--- src/jldoc_map.svh ---
// register offsets, field positions, reset values and counts of the config slice
`ifndef JLDOC_MAP_SVH
`define JLDOC_MAP_SVH

// ****************************************************************
// register indices (byte address = index * 4)
// ****************************************************************
`define JLDOC_IDX_LANE     12'h20b
`define JLDOC_IDX_SYNC     12'h20f
`define JLDOC_IDX_GAIN     12'h210
`define JLDOC_IDX_THR_I    12'h211
`define JLDOC_IDX_THR_Q    12'h212
`define JLDOC_IDX_OVERRANGE_OUTPUT_CONFIG  12'h213
`define JLDOC_IDX_IRQ_STAT 12'h220
`define JLDOC_IDX_IRQ_MASK 12'h221
`define JLDOC_IDX_CLK_STAT 12'h222
`define JLDOC_IDX_SER_STAT 12'h223

// ****************************************************************
// reset values
// ****************************************************************
`define JLDOC_RST_LANE     8'h00
`define JLDOC_RST_SYNC     8'h00
`define JLDOC_RST_GAIN     8'h00
`define JLDOC_RST_THR_I    8'hf2
`define JLDOC_RST_THR_Q    8'hab
`define JLDOC_RST_OVERRANGE_OUTPUT_CONFIG  8'h07

// ****************************************************************
// fields and codes
// ****************************************************************
`define JLDOC_SER_BIT      0
`define JLDOC_GAIN_BIT     0
`define JLDOC_OVERRANGE_PIN_ENABLE_BIT   3
`define JLDOC_SHM_CRC      2'h0
`define JLDOC_SHM_FEC      2'h2
`define JLDOC_TP_OFF       4'h0
`define JLDOC_TP_ALT       4'h5
`define JLDOC_TP_RAMP      4'h4
`define JLDOC_CFG_EV_BIT   4
`define JLDOC_RSP_OK       2'h0
`define JLDOC_RSP_DECERR   2'h3
`define JLDOC_HOLD_BASE    11'h008

`endif

--- src/jldoc_pkg.sv ---
// shared types of the config slice
package jldoc_pkg;

   // ****************************************************************
   // bus slave states and module state records
   // ****************************************************************
   typedef enum logic [1:0] {
      JLDOC_BUS_IDLE = 2'b01,
      JLDOC_BUS_ACK  = 2'b10
   } jldoc_bus_st_t;

   typedef struct packed {
      logic [15:0] smp;
      logic        flag;
      logic        vld;
   } jldoc_tag_st_t;

   typedef struct packed {
      logic [10:0] cnt;
      logic        hold;
   } jldoc_hold_st_t;

   typedef struct packed {
      jldoc_bus_st_t bus;
      logic [7:0]    lane;
      logic [7:0]    sync;
      logic [7:0]    gain;
      logic [7:0]    thr_i;
      logic [7:0]    thr_q;
      logic [7:0]    overrange_output_config;
      logic [4:0]    stat;
      logic [4:0]    mask;
      logic [31:0]   rdata;
      logic [1:0]    resp;
      logic [7:0]    clk_en;
      logic [7:0]    ser_en;
      logic [7:0]    ramp;
      logic [3:0]    xtp;
      logic          crc;
      logic          fec;
      logic [3:0]    pins;
   } jldoc_top_st_t;

endpackage : jldoc_pkg

--- src/jldoc_tag_if.sv ---
// tagged downconverter sample stream between tagger and pin stretcher
`timescale 1ns/10ps
interface jldoc_tag_if;
   logic        vld;
   logic [15:0] smp;
   logic        flag;
   modport src (output vld, output smp, output flag);
   modport snk (input vld, input smp, input flag);
endinterface : jldoc_tag_if

--- src/jldoc_pulse_hold.sv ---
// stretches an over-range tag to a minimum pin pulse
`timescale 1ns/10ps
`include "jldoc_map.svh"
module jldoc_pulse_hold
   import jldoc_pkg::*;
(
   input  wire logic       clk,
   input  wire logic       rst_n,
   input  wire logic [2:0] hold_exp,
   jldoc_tag_if.snk        tag,
   output logic            hold
);

   jldoc_hold_st_t st_q;
   jldoc_hold_st_t st_d;

   // ****************************************************************
   // retriggerable down counter, reload on every tag
   // ****************************************************************
   always_comb
   begin
      st_d = st_q;
      if (tag.flag)
         st_d.cnt = 11'(`JLDOC_HOLD_BASE << hold_exp);
      else if (st_q.cnt != 11'h000)
         st_d.cnt = st_q.cnt - 11'h001;
      st_d.hold = (st_d.cnt != 11'h000);
   end

   always_ff @(posedge clk)
   begin
      if (!rst_n)
         st_q <= '0;
      else
         st_q <= st_d;
   end

   assign hold = st_q.hold;
endmodule : jldoc_pulse_hold

--- src/jldoc_sample_tag.sv ---
// gain stage and over-range threshold tag for one downconverter stream
`timescale 1ns/10ps
`include "jldoc_map.svh"
module jldoc_sample_tag
   import jldoc_pkg::*;
(
   input  wire logic       clk,
   input  wire logic       rst_n,
   input  wire logic       in_vld,
   input  wire logic [15:0] in_smp,
   input  wire logic       gain_en,
   input  wire logic [7:0] thresh,
   jldoc_tag_if.src        tag
);

   jldoc_tag_st_t st_q;
   jldoc_tag_st_t st_d;

   // doubling with saturation so the downconverter_extra_gain never wraps
   function automatic logic [15:0] sat2x(input logic [15:0] s);
      if (s[15] != s[14])
         return s[15] ? 16'h8000 : 16'h7fff;
      return {s[14:0], 1'b0};
   endfunction : sat2x

   // top eight magnitude bits, full scale is 256 steps
   function automatic logic [7:0] mag8(input logic [15:0] s);
      logic [15:0] a;
      a = s[15] ? 16'(-s) : s;
      if (a[15])
         a = 16'h7fff;
      return a[14:7];
   endfunction : mag8

   // ****************************************************************
   // next state: one sample per valid, tag aligned with it
   // ****************************************************************
   always_comb
   begin
      logic [15:0] s;
      s = gain_en ? sat2x(in_smp) : in_smp;
      st_d = st_q;
      st_d.vld = in_vld;
      st_d.flag = 1'b0;
      if (in_vld)
      begin
         st_d.smp = s;
         st_d.flag = (mag8(s) >= thresh);
      end
   end

   always_ff @(posedge clk)
   begin
      if (!rst_n)
         st_q <= '0;
      else
         st_q <= st_d;
   end

   assign tag.vld  = st_q.vld;
   assign tag.smp  = st_q.smp;
   assign tag.flag = st_q.flag;
endmodule : jldoc_sample_tag

--- src/jldoc_top.sv ---
// extra lane, sync header, downconverter gain and over-range configuration slice
//
// Notes on behaviour
// - extra lane bits enable second-link lane clocks
// - serializer bit adds serializers to extra lanes
// - extra lanes follow link format and pattern
// - pattern 0 or 5 gives ramp on extras
// - power-down and link-off override extra lanes
// - serializer needs all lower lanes enabled
// - sync mode 0 CRC, 2 FEC
// - sync mode applies only to 64b/66b
// - command fields in sync word are zero
// - gain bit doubles downconverter output
// - I samples tagged against threshold zero
// - Q samples tagged against threshold one
// - threshold is eight magnitude MSBs over 256
// - pin enable low holds pins low
// - pin pulse lasts 8 times two-to-exponent
//
// The implementer's own choice: the Avalon-MM register port.
`timescale 1ns/10ps
`include "jldoc_map.svh"
module jldoc_top
   import jldoc_pkg::*;
(
   input  wire logic        CLK_SYS,
   input  wire logic        RESET_N,
   input  wire logic [13:0] AVS_ADDRESS,
   input  wire logic        AVS_READ,
   input  wire logic        AVS_WRITE,
   input  wire logic [31:0] AVS_WRITEDATA,
   input  wire logic [3:0]  AVS_BYTEENABLE,
   output logic      [31:0] AVS_READDATA,
   output logic      [1:0]  AVS_RESPONSE,
   output logic             AVS_WAITREQUEST,
   input  wire logic        SERIAL_LINK_ENABLE,
   input  wire logic [3:0]  LINK_TEST_PATTERN_SELECT,
   input  wire logic [1:0]  CHANNEL_POWER_DOWN,
   input  wire logic [7:0]  LINK_FORMAT_LANES_B,
   input  wire logic        LINK_FORMAT_64B66B,
   input  wire logic [63:0] DDC_IN_DATA,
   input  wire logic [1:0]  DDC_IN_VALID,
   output logic      [63:0] DDC_OUT_DATA,
   output logic      [3:0]  DDC_OUT_CTRL,
   output logic      [1:0]  DDC_OUT_VALID,
   output logic      [7:0]  LANE_CLK_EN_B,
   output logic      [7:0]  LANE_SER_EN_B,
   output logic      [7:0]  LANE_RAMP_B,
   output logic      [3:0]  EXTRA_TEST_PATTERN,
   output logic             SYNC_CRC_EN,
   output logic             SYNC_FEC_EN,
   output logic      [7:0]  SYNC_CMD,
   output logic             OVERRANGE_PIN_A_ZERO,
   output logic             OVERRANGE_PIN_A_ONE,
   output logic             OVERRANGE_PIN_B_ZERO,
   output logic             OVERRANGE_PIN_B_ONE,
   output logic             IRQ
);

   // ****************************************************************
   // declarations
   // ****************************************************************
   jldoc_top_st_t st_q;
   jldoc_top_st_t st_d;
   logic          req;
   logic [11:0]   idx;
   logic          aligned;
   logic          wr_take;
   logic [3:0]    hold;
   logic [3:0]    flags;
   logic [7:0]    extra;
   logic [7:0]    lanes_on;
   logic [7:0]    ser_req;
   logic          link_up;
   logic          cfg_ev;

   jldoc_tag_if tag_if [4] ();

   // ****************************************************************
   // helpers
   // ****************************************************************

   // bit n high when every lane below n is on
   function automatic logic [7:0] lower_all(input logic [7:0] v);
      logic [7:0] r;
      r[0] = 1'b1;
      for (int i = 1; i < 8; i++)
         r[i] = r[i-1] & v[i-1];
      return r;
   endfunction : lower_all

   function automatic logic idx_hit(input logic [11:0] i);
      case (i)
         `JLDOC_IDX_LANE, `JLDOC_IDX_SYNC, `JLDOC_IDX_GAIN,
         `JLDOC_IDX_THR_I, `JLDOC_IDX_THR_Q, `JLDOC_IDX_OVERRANGE_OUTPUT_CONFIG,
         `JLDOC_IDX_IRQ_STAT, `JLDOC_IDX_IRQ_MASK,
         `JLDOC_IDX_CLK_STAT, `JLDOC_IDX_SER_STAT: return 1'b1;
         default: return 1'b0;
      endcase
   endfunction : idx_hit

   function automatic logic [7:0] rd_val(input logic [11:0] i,
                                         input jldoc_top_st_t s);
      case (i)
         `JLDOC_IDX_LANE:     return s.lane;
         `JLDOC_IDX_SYNC:     return s.sync;
         `JLDOC_IDX_GAIN:     return s.gain;
         `JLDOC_IDX_THR_I:    return s.thr_i;
         `JLDOC_IDX_THR_Q:    return s.thr_q;
         `JLDOC_IDX_OVERRANGE_OUTPUT_CONFIG:  return s.overrange_output_config;
         `JLDOC_IDX_IRQ_STAT: return {3'h0, s.stat};
         `JLDOC_IDX_IRQ_MASK: return {3'h0, s.mask};
         `JLDOC_IDX_CLK_STAT: return s.clk_en;
         `JLDOC_IDX_SER_STAT: return s.ser_en;
         default:             return 8'h00;
      endcase
   endfunction : rd_val

   // ****************************************************************
   // sample streams: 0 A-I, 1 A-Q, 2 B-I, 3 B-Q
   // ****************************************************************
   for (genvar k = 0; k < 4; k++)
   begin : g_stream
      jldoc_sample_tag u_tag (
         .clk     (CLK_SYS),
         .rst_n   (RESET_N),
         .in_vld  (DDC_IN_VALID[k/2]),
         .in_smp  (DDC_IN_DATA[16*k +: 16]),
         .gain_en (st_q.gain[`JLDOC_GAIN_BIT]),
         .thresh  ((k % 2 == 1) ? st_q.thr_q : st_q.thr_i),
         .tag     (tag_if[k].src)
      );
      jldoc_pulse_hold u_hold (
         .clk      (CLK_SYS),
         .rst_n    (RESET_N),
         .hold_exp (st_q.overrange_output_config[2:0]),
         .tag      (tag_if[k].snk),
         .hold     (hold[k])
      );
      assign DDC_OUT_DATA[16*k +: 16] = tag_if[k].smp;
      assign flags[k] = tag_if[k].flag;
   end

   // in-band tags go out regardless of the pin enable
   assign DDC_OUT_CTRL  = flags;
   assign DDC_OUT_VALID = {tag_if[2].vld, tag_if[0].vld};

   // ****************************************************************
   // bus decode
   // ****************************************************************
   assign req     = AVS_READ | AVS_WRITE;
   assign idx     = AVS_ADDRESS[13:2];
   assign aligned = (AVS_ADDRESS[1:0] == 2'h0);
   // a write lands only at the edge where waitrequest is low
   assign wr_take = AVS_WRITE & (st_q.bus == JLDOC_BUS_ACK)
                    & AVS_BYTEENABLE[0] & aligned;

   // ****************************************************************
   // lane enables
   // ****************************************************************
   // channel B power-down covers the whole second link
   assign link_up  = SERIAL_LINK_ENABLE & ~CHANNEL_POWER_DOWN[1];
   assign extra    = {st_q.lane[7:1], 1'b0};
   assign lanes_on = LINK_FORMAT_LANES_B | extra;
   // extra lanes get serializers only with the serializer bit
   assign ser_req  = LINK_FORMAT_LANES_B
                     | (extra & {8{st_q.lane[`JLDOC_SER_BIT]}});

   // a lane or sync write under a live link is flagged, not blocked
   assign cfg_ev = wr_take & SERIAL_LINK_ENABLE
                   & (idx == `JLDOC_IDX_LANE || idx == `JLDOC_IDX_SYNC);

   // ****************************************************************
   // next state
   // ****************************************************************
   always_comb
   begin
      logic [4:0] clr;
      logic [4:0] ev;
      clr = '0;
      ev  = {cfg_ev, flags};
      st_d = st_q;

      // two-cycle slave: latch answer, then release
      case (st_q.bus)
         JLDOC_BUS_IDLE:
         begin
            if (req)
            begin
               st_d.bus = JLDOC_BUS_ACK;
               st_d.rdata = {24'h0, rd_val(idx, st_q)};
               st_d.resp = (aligned && idx_hit(idx)) ? `JLDOC_RSP_OK
                                                     : `JLDOC_RSP_DECERR;
               if (!(aligned && idx_hit(idx)))
                  st_d.rdata = '0;
            end
         end
         JLDOC_BUS_ACK:
            st_d.bus = JLDOC_BUS_IDLE;
         default:
            st_d.bus = JLDOC_BUS_IDLE;
      endcase

      // register writes, low byte lane only
      if (wr_take)
      begin
         case (idx)
            `JLDOC_IDX_LANE:     st_d.lane = AVS_WRITEDATA[7:0];
            `JLDOC_IDX_SYNC:     st_d.sync = AVS_WRITEDATA[7:0];
            `JLDOC_IDX_GAIN:     st_d.gain = AVS_WRITEDATA[7:0];
            `JLDOC_IDX_THR_I:    st_d.thr_i = AVS_WRITEDATA[7:0];
            `JLDOC_IDX_THR_Q:    st_d.thr_q = AVS_WRITEDATA[7:0];
            `JLDOC_IDX_OVERRANGE_OUTPUT_CONFIG:  st_d.overrange_output_config = AVS_WRITEDATA[7:0];
            `JLDOC_IDX_IRQ_STAT: clr = AVS_WRITEDATA[4:0];
            `JLDOC_IDX_IRQ_MASK: st_d.mask = AVS_WRITEDATA[4:0];
            default:             clr = '0;
         endcase
      end

      // sticky status: a new event beats a clear in the same cycle
      st_d.stat = (st_q.stat & ~clr) | ev;

      // lane clocks and serializers, all dropped when link is down
      st_d.clk_en = link_up ? lanes_on : 8'h00;
      st_d.ser_en = link_up ? (ser_req & lower_all(lanes_on)) : 8'h00;

      // lanes only the extra field enables use the link's pattern,
      // except a ramp replaces no-pattern and pattern 5
      if (LINK_TEST_PATTERN_SELECT == `JLDOC_TP_OFF
          || LINK_TEST_PATTERN_SELECT == `JLDOC_TP_ALT)
         st_d.xtp = `JLDOC_TP_RAMP;
      else
         st_d.xtp = LINK_TEST_PATTERN_SELECT;
      st_d.ramp = (st_d.xtp == `JLDOC_TP_RAMP)
                  ? (st_d.clk_en & extra & ~LINK_FORMAT_LANES_B) : 8'h00;

      // sync word content, only for 64b/66b formats; reserved codes send neither
      st_d.crc = LINK_FORMAT_64B66B && st_q.sync[1:0] == `JLDOC_SHM_CRC;
      st_d.fec = LINK_FORMAT_64B66B && st_q.sync[1:0] == `JLDOC_SHM_FEC;

      // pins gated by the enable, stretched pulses from the hold units
      st_d.pins = st_q.overrange_output_config[`JLDOC_OVERRANGE_PIN_ENABLE_BIT] ? hold : 4'h0;
   end

   // ****************************************************************
   // state register
   // ****************************************************************
   always_ff @(posedge CLK_SYS)
   begin
      if (!RESET_N)
      begin
         st_q         <= '0;
         st_q.bus     <= JLDOC_BUS_IDLE;
         st_q.lane    <= `JLDOC_RST_LANE;
         st_q.sync    <= `JLDOC_RST_SYNC;
         st_q.gain    <= `JLDOC_RST_GAIN;
         st_q.thr_i   <= `JLDOC_RST_THR_I;
         st_q.thr_q   <= `JLDOC_RST_THR_Q;
         st_q.overrange_output_config <= `JLDOC_RST_OVERRANGE_OUTPUT_CONFIG;
      end
      else
         st_q <= st_d;
   end

   // ****************************************************************
   // outputs
   // ****************************************************************
   assign AVS_WAITREQUEST    = req & (st_q.bus != JLDOC_BUS_ACK);
   assign AVS_READDATA       = st_q.rdata;
   assign AVS_RESPONSE       = st_q.resp;
   assign LANE_CLK_EN_B      = st_q.clk_en;
   assign LANE_SER_EN_B      = st_q.ser_en;
   assign LANE_RAMP_B        = st_q.ramp;
   assign EXTRA_TEST_PATTERN = st_q.xtp;
   assign SYNC_CRC_EN        = st_q.crc;
   assign SYNC_FEC_EN        = st_q.fec;
   // no command channel: idle headers always
   assign SYNC_CMD           = 8'h00;
   assign OVERRANGE_PIN_A_ZERO = st_q.pins[0];
   assign OVERRANGE_PIN_A_ONE  = st_q.pins[1];
   assign OVERRANGE_PIN_B_ZERO = st_q.pins[2];
   assign OVERRANGE_PIN_B_ONE  = st_q.pins[3];
   assign IRQ                = |(st_q.stat & st_q.mask);
endmodule : jldoc_top

--- config.mk ---
export PLATFORM = sky130hd
export DESIGN_NAME = jldoc_top
export DESIGN_NICKNAME = d
export VERILOG_FILES = /design/src/jldoc_pkg.sv /design/src/jldoc_tag_if.sv /design/src/jldoc_pulse_hold.sv /design/src/jldoc_sample_tag.sv /design/src/jldoc_top.sv
export VERILOG_INCLUDE_DIRS = /design/src
export SDC_FILE = /design/constraint.sdc
export NUM_CORES = 1
export LEC_CHECK = 0
export BUFFER_PORTS_ARGS = -buffer_cell sky130_fd_sc_hd__buf_2
export CORE_ASPECT_RATIO = 0.75
export CORE_MARGIN = 2
export CORE_UTILIZATION = 55
export CTS_BUF_LIST = sky130_fd_sc_hd__clkbuf_2
export CTS_CLUSTER_SIZE = 16
export DETAILED_ROUTE_END_ITERATION = 10
export HOLD_SLACK_MARGIN = 0.05
export PLACE_DENSITY_LB_ADDON = 0.12
export SLEW_MARGIN = 20
export SYNTH_ARGS = -nofsm -noshare
export SYNTH_HDL_FRONTEND = slang
export SYNTH_SLANG_ARGS = --single-unit
--- constraint.sdc ---
create_clock -name CLK_SYS -period 5.95 [get_ports CLK_SYS]
set_input_delay 0.595 -clock CLK_SYS [delete_from_list [all_inputs] [get_ports CLK_SYS]]
set_output_delay 0.595 -clock CLK_SYS [all_outputs]
set_load 0.02 [all_outputs]
After elaboration in Yosys (flattened, before gate mapping)
Index checks and enable logic that the tools add are counted.

Flip-flop bits (word level): 246. Input port bits: 136. Output and inout bits: 148. Word-level logic and storage cells: 177.

Add/subtract/negate cells: 8. Magnitude comparators: 4. Eq/ne operators: 20. Shift operators: 1. Multiplexer cells: 50. Bitwise logic cells: 26. Reduce and logical (&&, ||, !) cells: 32.

Operators with widths (number): $mux W16 (20); $eq A12 B10 Y1 const B (10); $mux W15 (8); $mux W11 (8); $reduce_bool A11 Y1 (8); $pmux W8 S10 (1); $neg A16 Y16 (4); $sub A11 B1 Y11 const B (4); $and A8 B8 Y8 (4); $ge A8 B8 Y1 (4); $reduce_and A2 Y1 (14); $mux W8 (2); $or A8 B8 Y8 (2); $and A1 B1 Y1 (13); $shl A4 B3 Y11 const A (1); $and A5 B5 Y5 (2); $mux W5 (2); $reduce_or A10 Y1 (1); $eq A4 B3 Y1 const B (2); $not A8 Y8 (1); $mux W1 (7); $not A5 Y5 (1); $or A5 B5 Y5 (1); $reduce_or A5 Y1 (1); 12 further kinds (20).

Longest topological paths before layout
Gate-level depths: netlist of run 1.

Depth in word-level cells: 9. Gate-level depth with buffers: 19. Mapped depth without buffers: 15.

By module
Synthesis of run 1 repeated with hierarchy kept, for this count alone.

Cells, all modules: 1687. Area total of the unflattened synthesis: 14370.0 um^2.

Modules (own cells, without submodules): jldoc_sample_tag (instances 4, cells an instance 190, area an instance 1552.7 um^2, sequential area each 360.3 um^2); jldoc_top (instances 1, cells an instance 527, area an instance 5016.1 um^2, sequential area each 2021.9 um^2); jldoc_pulse_hold (instances 4, cells an instance 100, area an instance 785.8 um^2, sequential area each 240.2 um^2).

Worst setup path after synthesis of run 1
No wires, ideal clock.

Path type: in2reg. From: in DDC_IN_DATA[47]. To: reg g_stream[2].u_tag.st_q, in the netlist g_stream[2].u_tag.tag.flag. Setup time: 0.121 ns. Arrival time: 4.113 ns. Required time: 5.829 ns. Path slack: 1.716 ns. Stages: 18. Buffers on the path: 3. Cell sequence: clkbuf_1 -> clkinv_1 -> ha_1 -> clkbuf_1 -> or2_2 -> clkbuf_1 -> a31oi_1 -> nor4_1 -> nor2b_1 -> nand2b_1 -> o2bb2ai_1 -> ha_1 -> nand2b_1 -> a21o_1 -> a21o_1 -> a21oi_1 -> o21a_1 -> o21ai_0.

Cells in the longest elaborated chain, start to end: 9. Elaborated cells on any way between the ends: 11. Those cells by class: 1 x add/sub; 1 x order compare; 1 x eq/ne; 8 x mux.

Ends and longest elaborated chain: start, declared (RTL line jldoc_top.sv:41) `input wire logic [63:0] DDC_IN_DATA,`; $mux W16 / $ne A1 B1 Y1 (equally long branches) (RTL line jldoc_sample_tag.sv:22, jldoc_sample_tag.sv:21); $mux W16 / $mux W1 (equally long branches) (RTL line jldoc_sample_tag.sv:21) `if (s[15] != s[14])`; $mux W16 (RTL line jldoc_sample_tag.sv:23) `return {s[14:0], 1'b0};`; $mux W16 (*) (RTL line jldoc_sample_tag.sv:41) `s = gain_en ? sat2x(in_smp) : in_smp;`; $neg A16 Y16 (RTL line jldoc_sample_tag.sv:29) `a = s[15] ? 16'(-s) : s;`; $mux W16 (*) (RTL line jldoc_sample_tag.sv:29); $mux W15 (*) (RTL line jldoc_sample_tag.sv:30) `if (a[15])`; $mux W15 (*) (RTL line jldoc_sample_tag.sv:45) `if (in_vld)`; $ge A8 B8 Y1 (*) (RTL line jldoc_sample_tag.sv:48) `st_d.flag = (mag8(s) >= thresh);`; end signal, assigned (RTL line jldoc_sample_tag.sv:57) `st_q <= st_d;`; end, declared (RTL line jldoc_sample_tag.sv:16) `jldoc_tag_st_t st_q;`.

Every way passes the cells marked *; elsewhere a longest branch is shown, timed or not. The select of a mux whose other input is x is not followed. A chain may end at the register's enable or synchronous reset.

Final worst setup path of run 1
From: reg st_q[102] (netlist name). To: reg g_stream[3].u_tag.st_q, in the netlist g_stream[3].u_tag.tag.flag.

Cells in the longest elaborated chain, start to end: 6.

Ends and longest elaborated chain: start, declared (RTL line jldoc_top.sv:63) `jldoc_top_st_t st_q;`; start signal, assigned (RTL line jldoc_top.sv:262) `st_q <= st_d;`; $mux W16 (*) (RTL line jldoc_sample_tag.sv:41); $neg A16 Y16 (RTL line jldoc_sample_tag.sv:29); $mux W16 (*) (RTL line jldoc_sample_tag.sv:29); $mux W15 (*) (RTL line jldoc_sample_tag.sv:30); $mux W15 (*) (RTL line jldoc_sample_tag.sv:45); $ge A8 B8 Y1 (*) (RTL line jldoc_sample_tag.sv:48); end signal, assigned (RTL line jldoc_sample_tag.sv:57); end, declared (RTL line jldoc_sample_tag.sv:16).

Marks and branches as above.

==> reports/qor.yml, run 1 <==
outcome: "finished clean"
path_class: "reg2reg"
use_met3_pct: 6.76
core_area_um2: 23100
relSlewSlack_pct: 31.8
viasPerCell: 5.76
finalHoldViolations: 0
syn-cell-area_um2: 13000
dieArea_um2: 24900
routabilityCongestion: 0.873
portBuffers: 222
switching_power_mw: 1.72
start_util_pct: 56.1
p_int_mw: 2.71
cp-start-kind: "flop"
ios: 284
ff_latch_area_um2: 4390
post_dp_cell_area_um2: 13700
maxCapViolCount: 0
worst-slew-pin-transition_ns: 1.02
critPathMaxFanout: 64
swShare_pct: 38.9
synth_cell_types: 78
finalNetCount: 1970
firstDrtPassIters: 5
worst_r2r_path_depth: 13
ys_seq_area_share_pct: 33.8
slew_viol_final: 0
fill_cells: 2215
cts_tree: "built"
r2r_slack_ns: 1.83
power_mw: 4.43
synthCells: 1623
min_period_ns: 4.12
use_met2_pct: 43.4
drc: 0
hpwl_mm: 25.2
h-tree-depth: 2
fmax_mhz: 243
rsz0062_at_grt: "false"
grt_pass1_vias: 11097
seq_power_share_pct: 40.7
numCtsBuffers: 55
critPathTopFamily: "compound AO/OA/AOI/OAI gates"
cts-resized-gates: 0
synth_area_leaders: "dfxtp_1, mux2i_1, nor2_1"
synthArstFlopShare_pct: 0
drtIter0Drc: 1005
grt-busiest-layer: "met2"
drtAntennaViolNets: 0
rows: 48
hold_ws_ns: 0.133
hold_class: "in2reg"
num_vias: 12307
wirelength_mm: 35.1
routedWlPerCell_um: 16.5
antenna_found_initial: 3
reg2reg_to: "g_stream[3].u_tag.tag.flag$_SDFF_PN0_"
met1_usage_pct: 38.0
cts_sinks: 219
skew_ns: 0.0573
multi_input_area_um2: 7550
clk_pin_slew_worst_paths_ns: 0.11
ir_drop_mv: 0.170
clockBufferDepth: 3
period_share_pct: 69.2
synth-main-ff-cell: "dfxtp_1"
grt_max_degree: 75
grtUsageTotal_pct: 27.6
p_per_area_nw_per_um2: 307
synth-edff-count: 0
dp_slack_ns: 1.09
finalSetupViolCount: 0
setup_ws_ns: 1.83
ys_warn_count: 0
synth_seq_cells: 219
die_h_um: 137
syn_to_final_growth_pct: 11.3
avgSynthCellArea_um2: 8.00
clk_latency_ns: 0.86
pwr-share-clk_pct: 23.7
root_buffer: "clkbuf_2"
grt_remaining_overflow: 0
holdPathEnd: "g_stream[2].u_tag.tag.smp[1]$_SDFFE_PN0P_"
grt_pass1_wl_mm: 56.2
yosysTopAreaCell: "dfxtp_1"
crit_slowest_cell: "dfxtp_4"
netlist.area_leader.share_pct: 33.8
postLayoutCellArea_um2: 14400
fp.dieW_um: 181
required_ns: 6.65
setup-tns-final_ns: 0
endpoint_kind: "flop"
p_leak_nw: 6.38
arrival_ns: 4.82
slowest_delay_ns: 0.75
hold_path_depth: 3
post_cts_buffers: 0
p_comb_share_pct: 35.6
crit_chain: "buf_4 -> mux2_2 -> a311oi_1 -> o2111ai_1 -> nand2b_1 -> o21ai_0 -> a22oi_1 -> ha_1 -> a21o_1 -> a21o_1 -> a21oi_1 -> o21a_1 -> o21ai_0"
rr_startpoint: "st_q[102]$_SDFFE_PN0P_"
layout-drive-gt1-share_pct: 19.2
crit_buf_inv: 1
min-delay-start: "DDC_IN_DATA[33]"
flip-flops by register name (all words and copies together), names as in the netlist:
name and cells:
SYNC_FEC_EN 1, EXTRA_TEST_PATTERN 4, extra 7, AVS_READDATA 8
LANE_SER_EN_B 8, OVERRANGE_PIN_A_ONE 1, g_stream.u_tag.tag.smp 64, SYNC_CRC_EN 1
g_stream.u_tag.tag.vld 2, g_stream.u_hold.st_q 44, LANE_RAMP_B 7, OVERRANGE_PIN_A_ZERO 1
g_stream.u_tag.tag.flag 4, OVERRANGE_PIN_B_ZERO 1, LANE_CLK_EN_B 7, AVS_RESPONSE 1
st_q 53, OVERRANGE_PIN_B_ONE 1, g_stream.u_hold.hold 4
cell type report:
| class | count | area share, % |
|---|---|---|
| Sequential cell | 219 | 30.4 |
| Timing Repair Buffer | 254 | 9.82 |
| Tap cell | 300 | 2.60 |
| Antenna cell | 1 | 0.0173 |
| Multi-Input combinational cell | 1209 | 52.3 |
| Clock buffer | 78 | 2.70 |
| Inverter | 51 | 1.34 |
| Clock inverter | 23 | 0.832 |
cell families after synthesis:
| group | share of synthesized area (%) |
|---|---|
| AOI/OAI and AO/OA | 18.5 |
| muxes | 10.4 |
| DFF | 33.8 |
| adders and majority gates | 4.24 |
| buffers and inverters | 9.01 |
| and+or+nand+nor | 22.9 |
| other | 0.0289 |
| xor gates and xnor gates | 1.21 |
worst reg2reg max path, delay by kind of cell (launching register included):
family                   cells  cell delay [ns]
multiplexers                 1             0.44
flip-flops                   1             0.75
buffers and inverters        1             0.61
AND/OR/NAND/NOR              1             0.29
AO/OA/AOI/OAI                9             1.56
adder cells (fa/ha/maj)      1             0.31
layer usage:
layer,vias up,wire length (µm)
met5,-,24
met4,4,563
met3,56,2850
met2,466,15200
met1,5733,16500
li1,6048,-
stage by stage:
| stage | utilization [%] | cells |
|---|---|---|
| global route | 62.5 | 2135 |
| floorplan | - | 1655 |
| global placement | 59.1 | 2006 |
| finish | 62.5 | 2135 |
| detailed placement | 59.1 | 2006 |
| CTS | 62.4 | 2134 |
power groups by stage:
stage          Sequential, mW  Clock, mW  Combinational, mW
3_5_place_dp             1.83          0               1.54
5_1_grt                  1.83       1.14               1.77
4_1_cts                  1.80       1.07               1.56
2_1_floorplan            1.81          0               1.23
6_report                 1.80       1.05               1.58
3_3_place_gp             1.82          0               1.51
synthesized netlist by cell type (all sizes together) (6+ instances only):
cell	number
nor2	241
dfxtp	219
mux2i	128
nand2	126
a21oi	107
buf	103
clkbuf	73
inv	47
o21ai	47
ha	44
a31oi	40
nor3	36
nand2b	32
nand3	32
a211oi	31
and2	21
o22ai	18
xnor2	17
a21o	16
nor2b	16
nor3b	16
and3	15
o211ai	15
or4	14
nor4	13
o31ai	11
o21a	10
or2	10
a311oi	9
or3	8
nand4	7
o31a	7
mux2	6
nor4b	6
o22a	6
what timing repair did:
item	in CTS	in global routing
setup endpoints to repair	0	0
hold buffers	27	0
hold endpoints to repair	57	0
cell usage in the layout (no fill, tap or decap), types with 6 or more instances in the layout:
cell type      Yosys  layout
a21o_1            16      16
o21a_1            10      10
o31ai_1           11      11
nor2b_1           16      16
inv_1             46      46
mux2_2             6       6
o22a_1             6       6
a21oi_1          107     107
a31oi_1           40      40
dfxtp_1          219     218
and3_1            15      15
a211oi_1          31      31
ha_1              44      44
o211ai_1          15      15
clkinv_1           4      19
o31a_1             7       7
clkbuf_2           0      78
nand3_1           32      32
or2_2              9       9
buf_2              8     222
nand2b_1          32      32
conb_1             1      33
clkinv_2           0       6
mux2i_1          128     128
nor2_1           239     239
nor4_1            13      13
or3_1              8       8
or4_1             12      12
nand2_1          126     126
nor3_1            35      35
dlygate4sd3_1      0      27
nand4_1            7       7
nor3b_1           16      16
and2_1            21      21
xnor2_1           17      17
o21ai_0           47      47
a311oi_1           9       9
o22ai_1           18      18
how the worst max path moves through the flow:
stage,from,to,slack [ns],depth (start not counted)
floorplan,DDC_IN_DATA[47],g_stream[2].u_tag.tag.flag$_SDFF_PN0_,1.72,18
global placement,DDC_IN_DATA[31],g_stream[1].u_tag.tag.flag$_SDFF_PN0_,1.21,16
detailed placement,DDC_IN_DATA[31],g_stream[1].u_tag.tag.flag$_SDFF_PN0_,1.09,16
CTS,st_q[102]$_SDFFE_PN0P_,g_stream[3].u_tag.tag.flag$_SDFF_PN0_,1.89,13
global route,st_q[102]$_SDFFE_PN0P_,g_stream[0].u_tag.tag.flag$_SDFF_PN0_,1.51,13
finish,st_q[102]$_SDFFE_PN0P_,g_stream[3].u_tag.tag.flag$_SDFF_PN0_,1.83,13
(Power assumes the default switching activity.)
==> run 2, diff against run 1 <==
--- a/config.mk
+++ b/config.mk
@@ -6,10 +6,11 @@
 export SDC_FILE = /design/constraint.sdc
 export NUM_CORES = 1
 export LEC_CHECK = 0
+export ABC_AREA = 1
 export BUFFER_PORTS_ARGS = -buffer_cell sky130_fd_sc_hd__buf_2
 export CORE_ASPECT_RATIO = 0.75
 export CORE_MARGIN = 2
-export CORE_UTILIZATION = 55
+export CORE_UTILIZATION = 52
 export CTS_BUF_LIST = sky130_fd_sc_hd__clkbuf_2
 export CTS_CLUSTER_SIZE = 16
 export DETAILED_ROUTE_END_ITERATION = 10
==> constraint.sdc (replaced) <==
create_clock -name CLK_SYS -period 3.6 [get_ports CLK_SYS]
set_input_delay 0.36 -clock CLK_SYS [delete_from_list [all_inputs] [get_ports CLK_SYS]]
set_output_delay 0.36 -clock CLK_SYS [all_outputs]
set_load 0.02 [all_outputs]
==> run 2 against run 1 <==
Net effect: worst setup slack worse by 1.3 ns; hold slack improved by 0.0076 ns; cell count up 26%; die area is 6.8% higher; sequential cell count unchanged; first-iteration DRC count fell by 4.1%; synthesized cell count up 24%; final area grew 10%; sequential share of layout area decreased by 2.8 points; core utilization grew 1.4 points.
==> reports/qor.yml, run 2 <==
outcome: "finished clean"
largest_reg_flops: 64
finalSetupViolCount: 0
required_ns: 4.39
fmax_mhz: 324
netlist.area_leader.share_pct: 33.4
period_share_pct: 85.9
cts_sinks: 219
finalHoldViolations: 0
fin_cells: 2698
endpoint_kind: "flop"
maxCapViolCount: 0
grt_remaining_overflow: 0
clk_pin_slew_worst_paths_ns: 0.11
numCtsBuffers: 55
start_util_pct: 52.7
clockBufferDepth: 3
path_class: "reg2reg"
finalNetCount: 2505
rsz0062_at_grt: "false"
setup-tns-final_ns: 0
yosysTopAreaCell: "dfxtp_1"
ios: 284
routabilityCongestion: 0.897
wirelength_mm: 39.2
core_area_um2: 24900
arrival_ns: 3.88
rows: 50
firstDrtPassIters: 5
ys_top_cells_by_count: "nand2_1, nor2_1, dfxtp_1, nand3_1, inv_1"
p_per_area_nw_per_um2: 455
syn_to_final_growth_pct: 21.2
viasPerCell: 5.24
synth_cell_types: 45
synth_most_common_cell: "nand2_1"
final_cell_mix: "nand2_1, nor2_1, buf_2, dfxtp_1, nand3_1"
cp-start-kind: "flop"
slew_viol_final: 0
skew_ns: 0.105
drtIter0Drc: 964
layout-drive-gt1-share_pct: 15.8
drtAntennaViolNets: 0
syn-cell-area_um2: 13100
synthArstFlopShare_pct: 0
root_buffer: "clkbuf_2"
ys_warn_count: 0
critPathMaxFanout: 60
synth-edff-count: 0
h-tree-depth: 2
power_mw: 7.24
avgSynthCellArea_um2: 6.52
postLayoutCellArea_um2: 15900
clk_latency_ns: 0.93
worst-slew-pin-transition_ns: 1.12
dieArea_um2: 26500
fp.dieW_um: 187
min_period_ns: 3.09
setup_ws_ns: 0.509
relSlewSlack_pct: 25.2
post_dp_cell_area_um2: 14000
cts_tree: "built"
grt_max_degree: 113
drc: 0
hpwl_mm: 26.7
dp_slack_ns: 0.292
synth_seq_cells: 219
final_common_cell: "nand2_1"
die_h_um: 142
routedWlPerCell_um: 14.5
num_vias: 14151
dp.cells: 2462
grt_pass1_vias: 13181
synth-main-ff-cell: "dfxtp_1"
synth_area_leaders: "dfxtp_1, nand2_1, nand3_1"
hold_class: "in2reg"
portBuffers: 222
ir_drop_mv: 0.415
antenna_found_initial: 1
grt_pass1_wl_mm: 63.9
grtUsageTotal_pct: 29.1
synthCells: 2012
p_leak_nw: 7.94
ys_seq_area_share_pct: 33.4
run 2: kinds of logic (layout without fill, tap and decap cells):
family          Yosys count  count (layout)  share of synthesized area [%]
compound gates          371             371                           15.9
buf+inv                 359             673                           12.8
simple gates           1004            1004                           32.8
other cells               1              35                         0.0286
fa+ha+maj                44              44                           4.19
xor+xnor                 14              14                          0.934
flops                   219             219                           33.4
run 2: per-stage QoR:
stage | hold WS (ns) | util [%]
3_3_place_gp | 0.399 | 56.2
4_1_cts | 0.0500 | 63.9
6_report | 0.141 | 63.9
2_1_floorplan | 0.394 | -
3_5_place_dp | 0.401 | 56.2
5_1_grt | 0.147 | 63.9
run 2: worst paths after layout:
check	startpoint	to	slack [ns]	cells after the start
worst max register to register	st_q[102]$_SDFFE_PN0P_	g_stream[0].u_tag.tag.flag$_SDFF_PN0_	0.51	17
worst min register to register	g_stream[3].u_hold.hold$_SDFF_PN0_	OVERRANGE_PIN_B_ONE$_SDFF_PN0_	0.43	2
worst max-delay path	st_q[102]$_SDFFE_PN0P_	g_stream[0].u_tag.tag.flag$_SDFF_PN0_	0.51	17
worst min-delay path	DDC_IN_VALID[1]	g_stream[2].u_tag.tag.smp[15]$_SDFFE_PN0P_	0.14	2
run 2: critical path: stages, from the launching register on:
cell           delay (ns)
dfxtp_2              0.42
buf_12               0.29
nand2_1              0.09
nand2_1              0.09
dlygate4sd3_1        0.55
inv_1                0.05
nand2_1              0.10
inv_1                0.06
nand3_1              0.12
nand3b_4             0.19
nand3_1              0.10
ha_1                 0.31
a21oi_1              0.12
o21ai_0              0.09
nand2_1              0.06
o2111ai_1            0.11
nand2_1              0.09
inv_1                0.04
run 2: area by class of cell:
type	instances	area, µm²
clock inverters	16	98.8
fillers	2331	8990
inverters	202	758
diodes	2	5.00
clock buffers	74	370
multi-input cells	1466	7180
flip-flops and latches	219	4390
well taps	338	423
repair buffers	381	2680
run 2: report_power, final:
part / switching (mW) / internal, mW / total [mW]
Sequential: 0.153 / 2.66 / 2.81
Clock: 1.05 / 0.633 / 1.69
Combinational: 1.74 / 1.00 / 2.74
Total: 2.95 / 4.29 / 7.24
run 2: routing by layer:
| layer | global-route usage [%] | wire length (µm) | up-vias |
|---|---|---|---|
| met3 | 5.96 | 3550 | 70 |
| met4 | 7.67 | 700 | 0 |
| met5 | 0 | 0 | - |
| li1 | - | - | 7156 |
| met1 | 39.2 | 17800 | 6350 |
| met2 | 47.9 | 17200 | 575 |
run 2: timing repair:
item | 4_1_cts | 5_1_grt
resized for setup | 0 | 0
hold buffers | 144 | 0
setup endpoints to repair | 0 | 0
buffers inserted | 0 | 0
endpoints found under the hold margin | 165 | 0
==> run 3, diff against run 2 <==
--- a/config.mk
+++ b/config.mk
@@ -10,7 +10,7 @@
 export BUFFER_PORTS_ARGS = -buffer_cell sky130_fd_sc_hd__buf_2
 export CORE_ASPECT_RATIO = 0.75
 export CORE_MARGIN = 2
-export CORE_UTILIZATION = 52
+export CORE_UTILIZATION = 53
 export CTS_BUF_LIST = sky130_fd_sc_hd__clkbuf_2
 export CTS_CLUSTER_SIZE = 16
 export DETAILED_ROUTE_END_ITERATION = 10
@@ -19,4 +19,5 @@
 export SLEW_MARGIN = 20
 export SYNTH_ARGS = -nofsm -noshare
 export SYNTH_HDL_FRONTEND = slang
+export SYNTH_HIERARCHICAL = 1
 export SYNTH_SLANG_ARGS = --single-unit
==> run 3 against run 2 <==
Net effect: global-route usage down 1.1 points; core utilization down 0.57 points; critical path type is now in2reg; sequential power about the same; die area up 11%; highest routed layer unchanged.
==> reports/qor.yml, run 3 <==
layout-drive-gt1-share_pct: 24.8
worst_r2r_path_depth: 17
path_class: "in2reg"
antenna_found_initial: 2
postLayoutCellArea_um2: 17600
critPathMaxFanout: 4
cp-start-kind: "primary input"
post_dp_cell_area_um2: 15700
drtIter0Drc: 968
swShare_pct: 40.8
endpoint_kind: "flop"
grt_pass1_vias: 13897
clockBufferDepth: 3
arrival_ns: 3.82
cts_sinks: 219
core_area_um2: 27900
syn_to_final_growth_pct: 17.9
rsz0062_at_grt: "false"
relSlewSlack_pct: 30.5
ir_drop_mv: 0.319
p_leak_nw: 8.97
clk_latency_ns: 0.93
clk_pin_slew_worst_paths_ns: 0.11
crit_chain: "dlygate4sd3_1 -> buf_2 -> nor2_1 -> dlygate4sd3_1 -> inv_1 -> nor3_1 -> dlygate4sd3_1 -> nand2_1 -> o211ai_1 -> dlygate4sd3_1"
r2r_slack_ns: 0.63
finalHoldViolations: 0
num_vias: 14898
min-delay-start: "AVS_ADDRESS[5]"
start_util_pct: 53.7
worst_path_most_repeated_cell: "dlygate4sd3_1"
maxCapViolCount: 0
p_comb_share_pct: 38.7
ios: 284
period_share_pct: 82.6
holdPathEnd: "st_q[81]$_SDFFE_PN0P_"
slowest_delay_ns: 0.68
p_per_area_nw_per_um2: 437
fill_cells: 2567
drc: 0
syn-cell-area_um2: 15000
hold_class: "in2reg"
finalNetCount: 2670
die_h_um: 149
final_cell_mix: "nand2_1, buf_2, dfxtp_1, nand3_1, inv_1"
grt_max_degree: 67
dieArea_um2: 29600
routabilityCongestion: 0.917
numCtsBuffers: 56
reg2reg_to: "g_stream[0].u_tag/tag.flag$_SDFF_PN0_"
setup-tns-final_ns: 0
min_period_ns: 2.97
portBuffers: 222
crit_slowest_cell: "dlygate4sd3_1"
hold_path_depth: 6
worst-slew-pin-transition_ns: 1.04
switching_power_mw: 3.14
final_common_cell: "nand2_1"
seq_power_share_pct: 36.9
fmax_mhz: 336
fin_util_pct: 63.3
h-tree-depth: 2
pwr-share-clk_pct: 24.4
cts_tree: "built"
hpwl_mm: 29.4
skew_ns: 0.0847
slew_viol_final: 0
rr_startpoint: "st_q[102]$_SDFFE_PN0P_"
required_ns: 4.44
finalSetupViolCount: 0
root_buffer: "clkbuf_2"
avgSynthCellArea_um2: 6.92
firstDrtPassIters: 6
outcome: "finished clean"
rows: 53
fp.dieW_um: 198
grt_pass1_wl_mm: 67.7
grt_remaining_overflow: 0
wirelength_mm: 41.6
drtAntennaViolNets: 0
largest_reg_flops: 64
synthCells: 2160
grtUsageTotal_pct: 28.0
p_int_mw: 4.57
routedWlPerCell_um: 14.4
ys_warn_count: 6
viasPerCell: 5.16
[run 3: critical path, delay by kind of cell]
kind	cells	cell delay [ns]
AND/OR/NAND/NOR	3	0.77
buffers and inverters	6	2.50
AO/OA/AOI/OAI	1	0.17
[run 3: repair_timing]
action	in CTS	in global routing
hold endpoints to repair	160	0
endpoints found under the setup margin	0	0
hold buffers	141	0
setup buffers	0	0
resized for setup	0	0
[run 3: power by group through the flow]
stage	Sequential, mW	Combinational, mW	Clock, mW
4_1_cts	2.84	2.96	1.94
3_3_place_gp	2.88	2.77	0
6_report	2.84	2.98	1.88
5_1_grt	2.87	3.39	2.05
2_1_floorplan	2.92	2.29	0
3_5_place_dp	2.90	2.84	0
[run 3: through the flow]
step	total power, mW	hold WS [ns]	worst slack (ns)	instances
after floorplan	5.21	0.394	1.13	2192
after global placement	5.66	0.397	0.411	2644
after detailed placement	5.73	0.409	0.396	2644
after CTS	7.74	0.0511	0.645	2882
after global routing	8.30	0.117	0.382	2885
final	7.71	0.128	0.625	2885
[run 3: routing by layer]
metal	vias up	share of wire, %	track usage [%]
met1	6790	47	38.8
met5	-	0	0
met4	0	1.8	7.44
li1	7552	-	-
met3	73	6.8	4.46
met2	483	45	45.4
[run 3: how the worst max path moves through the flow]
stage                                start                                    end  slack, ns
finish                      AVS_ADDRESS[0]                  st_q[95]$_SDFFE_PN1P_       0.63
global route        st_q[102]$_SDFFE_PN0P_  g_stream[0].u_tag/tag.flag$_SDFF_PN0_       0.38
CTS                 st_q[102]$_SDFFE_PN0P_  g_stream[2].u_tag/tag.flag$_SDFF_PN0_       0.64
detailed placement         DDC_IN_DATA[46]  g_stream[2].u_tag/tag.flag$_SDFF_PN0_       0.40
global placement           DDC_IN_DATA[62]  g_stream[3].u_tag/tag.flag$_SDFF_PN0_       0.41
floorplan                  DDC_IN_DATA[30]  g_stream[1].u_tag/tag.flag$_SDFF_PN0_       1.13
[run 3: area by class of cell]
| cell class | count | area (µm²) | share of cell area, % |
|---|---|---|---|
| Timing Repair Buffer | 375 | 2620 | 14.8 |
| Inverter | 260 | 976 | 5.54 |
| Antenna cell | 3 | 7.51 | 0.0426 |
| Clock inverter | 19 | 159 | 0.901 |
| Clock buffer | 78 | 390 | 2.21 |
| Sequential cell | 219 | 4390 | 24.9 |
| Tap cell | 357 | 447 | 2.53 |
| Multi-Input combinational cell | 1574 | 8650 | 49.1 |
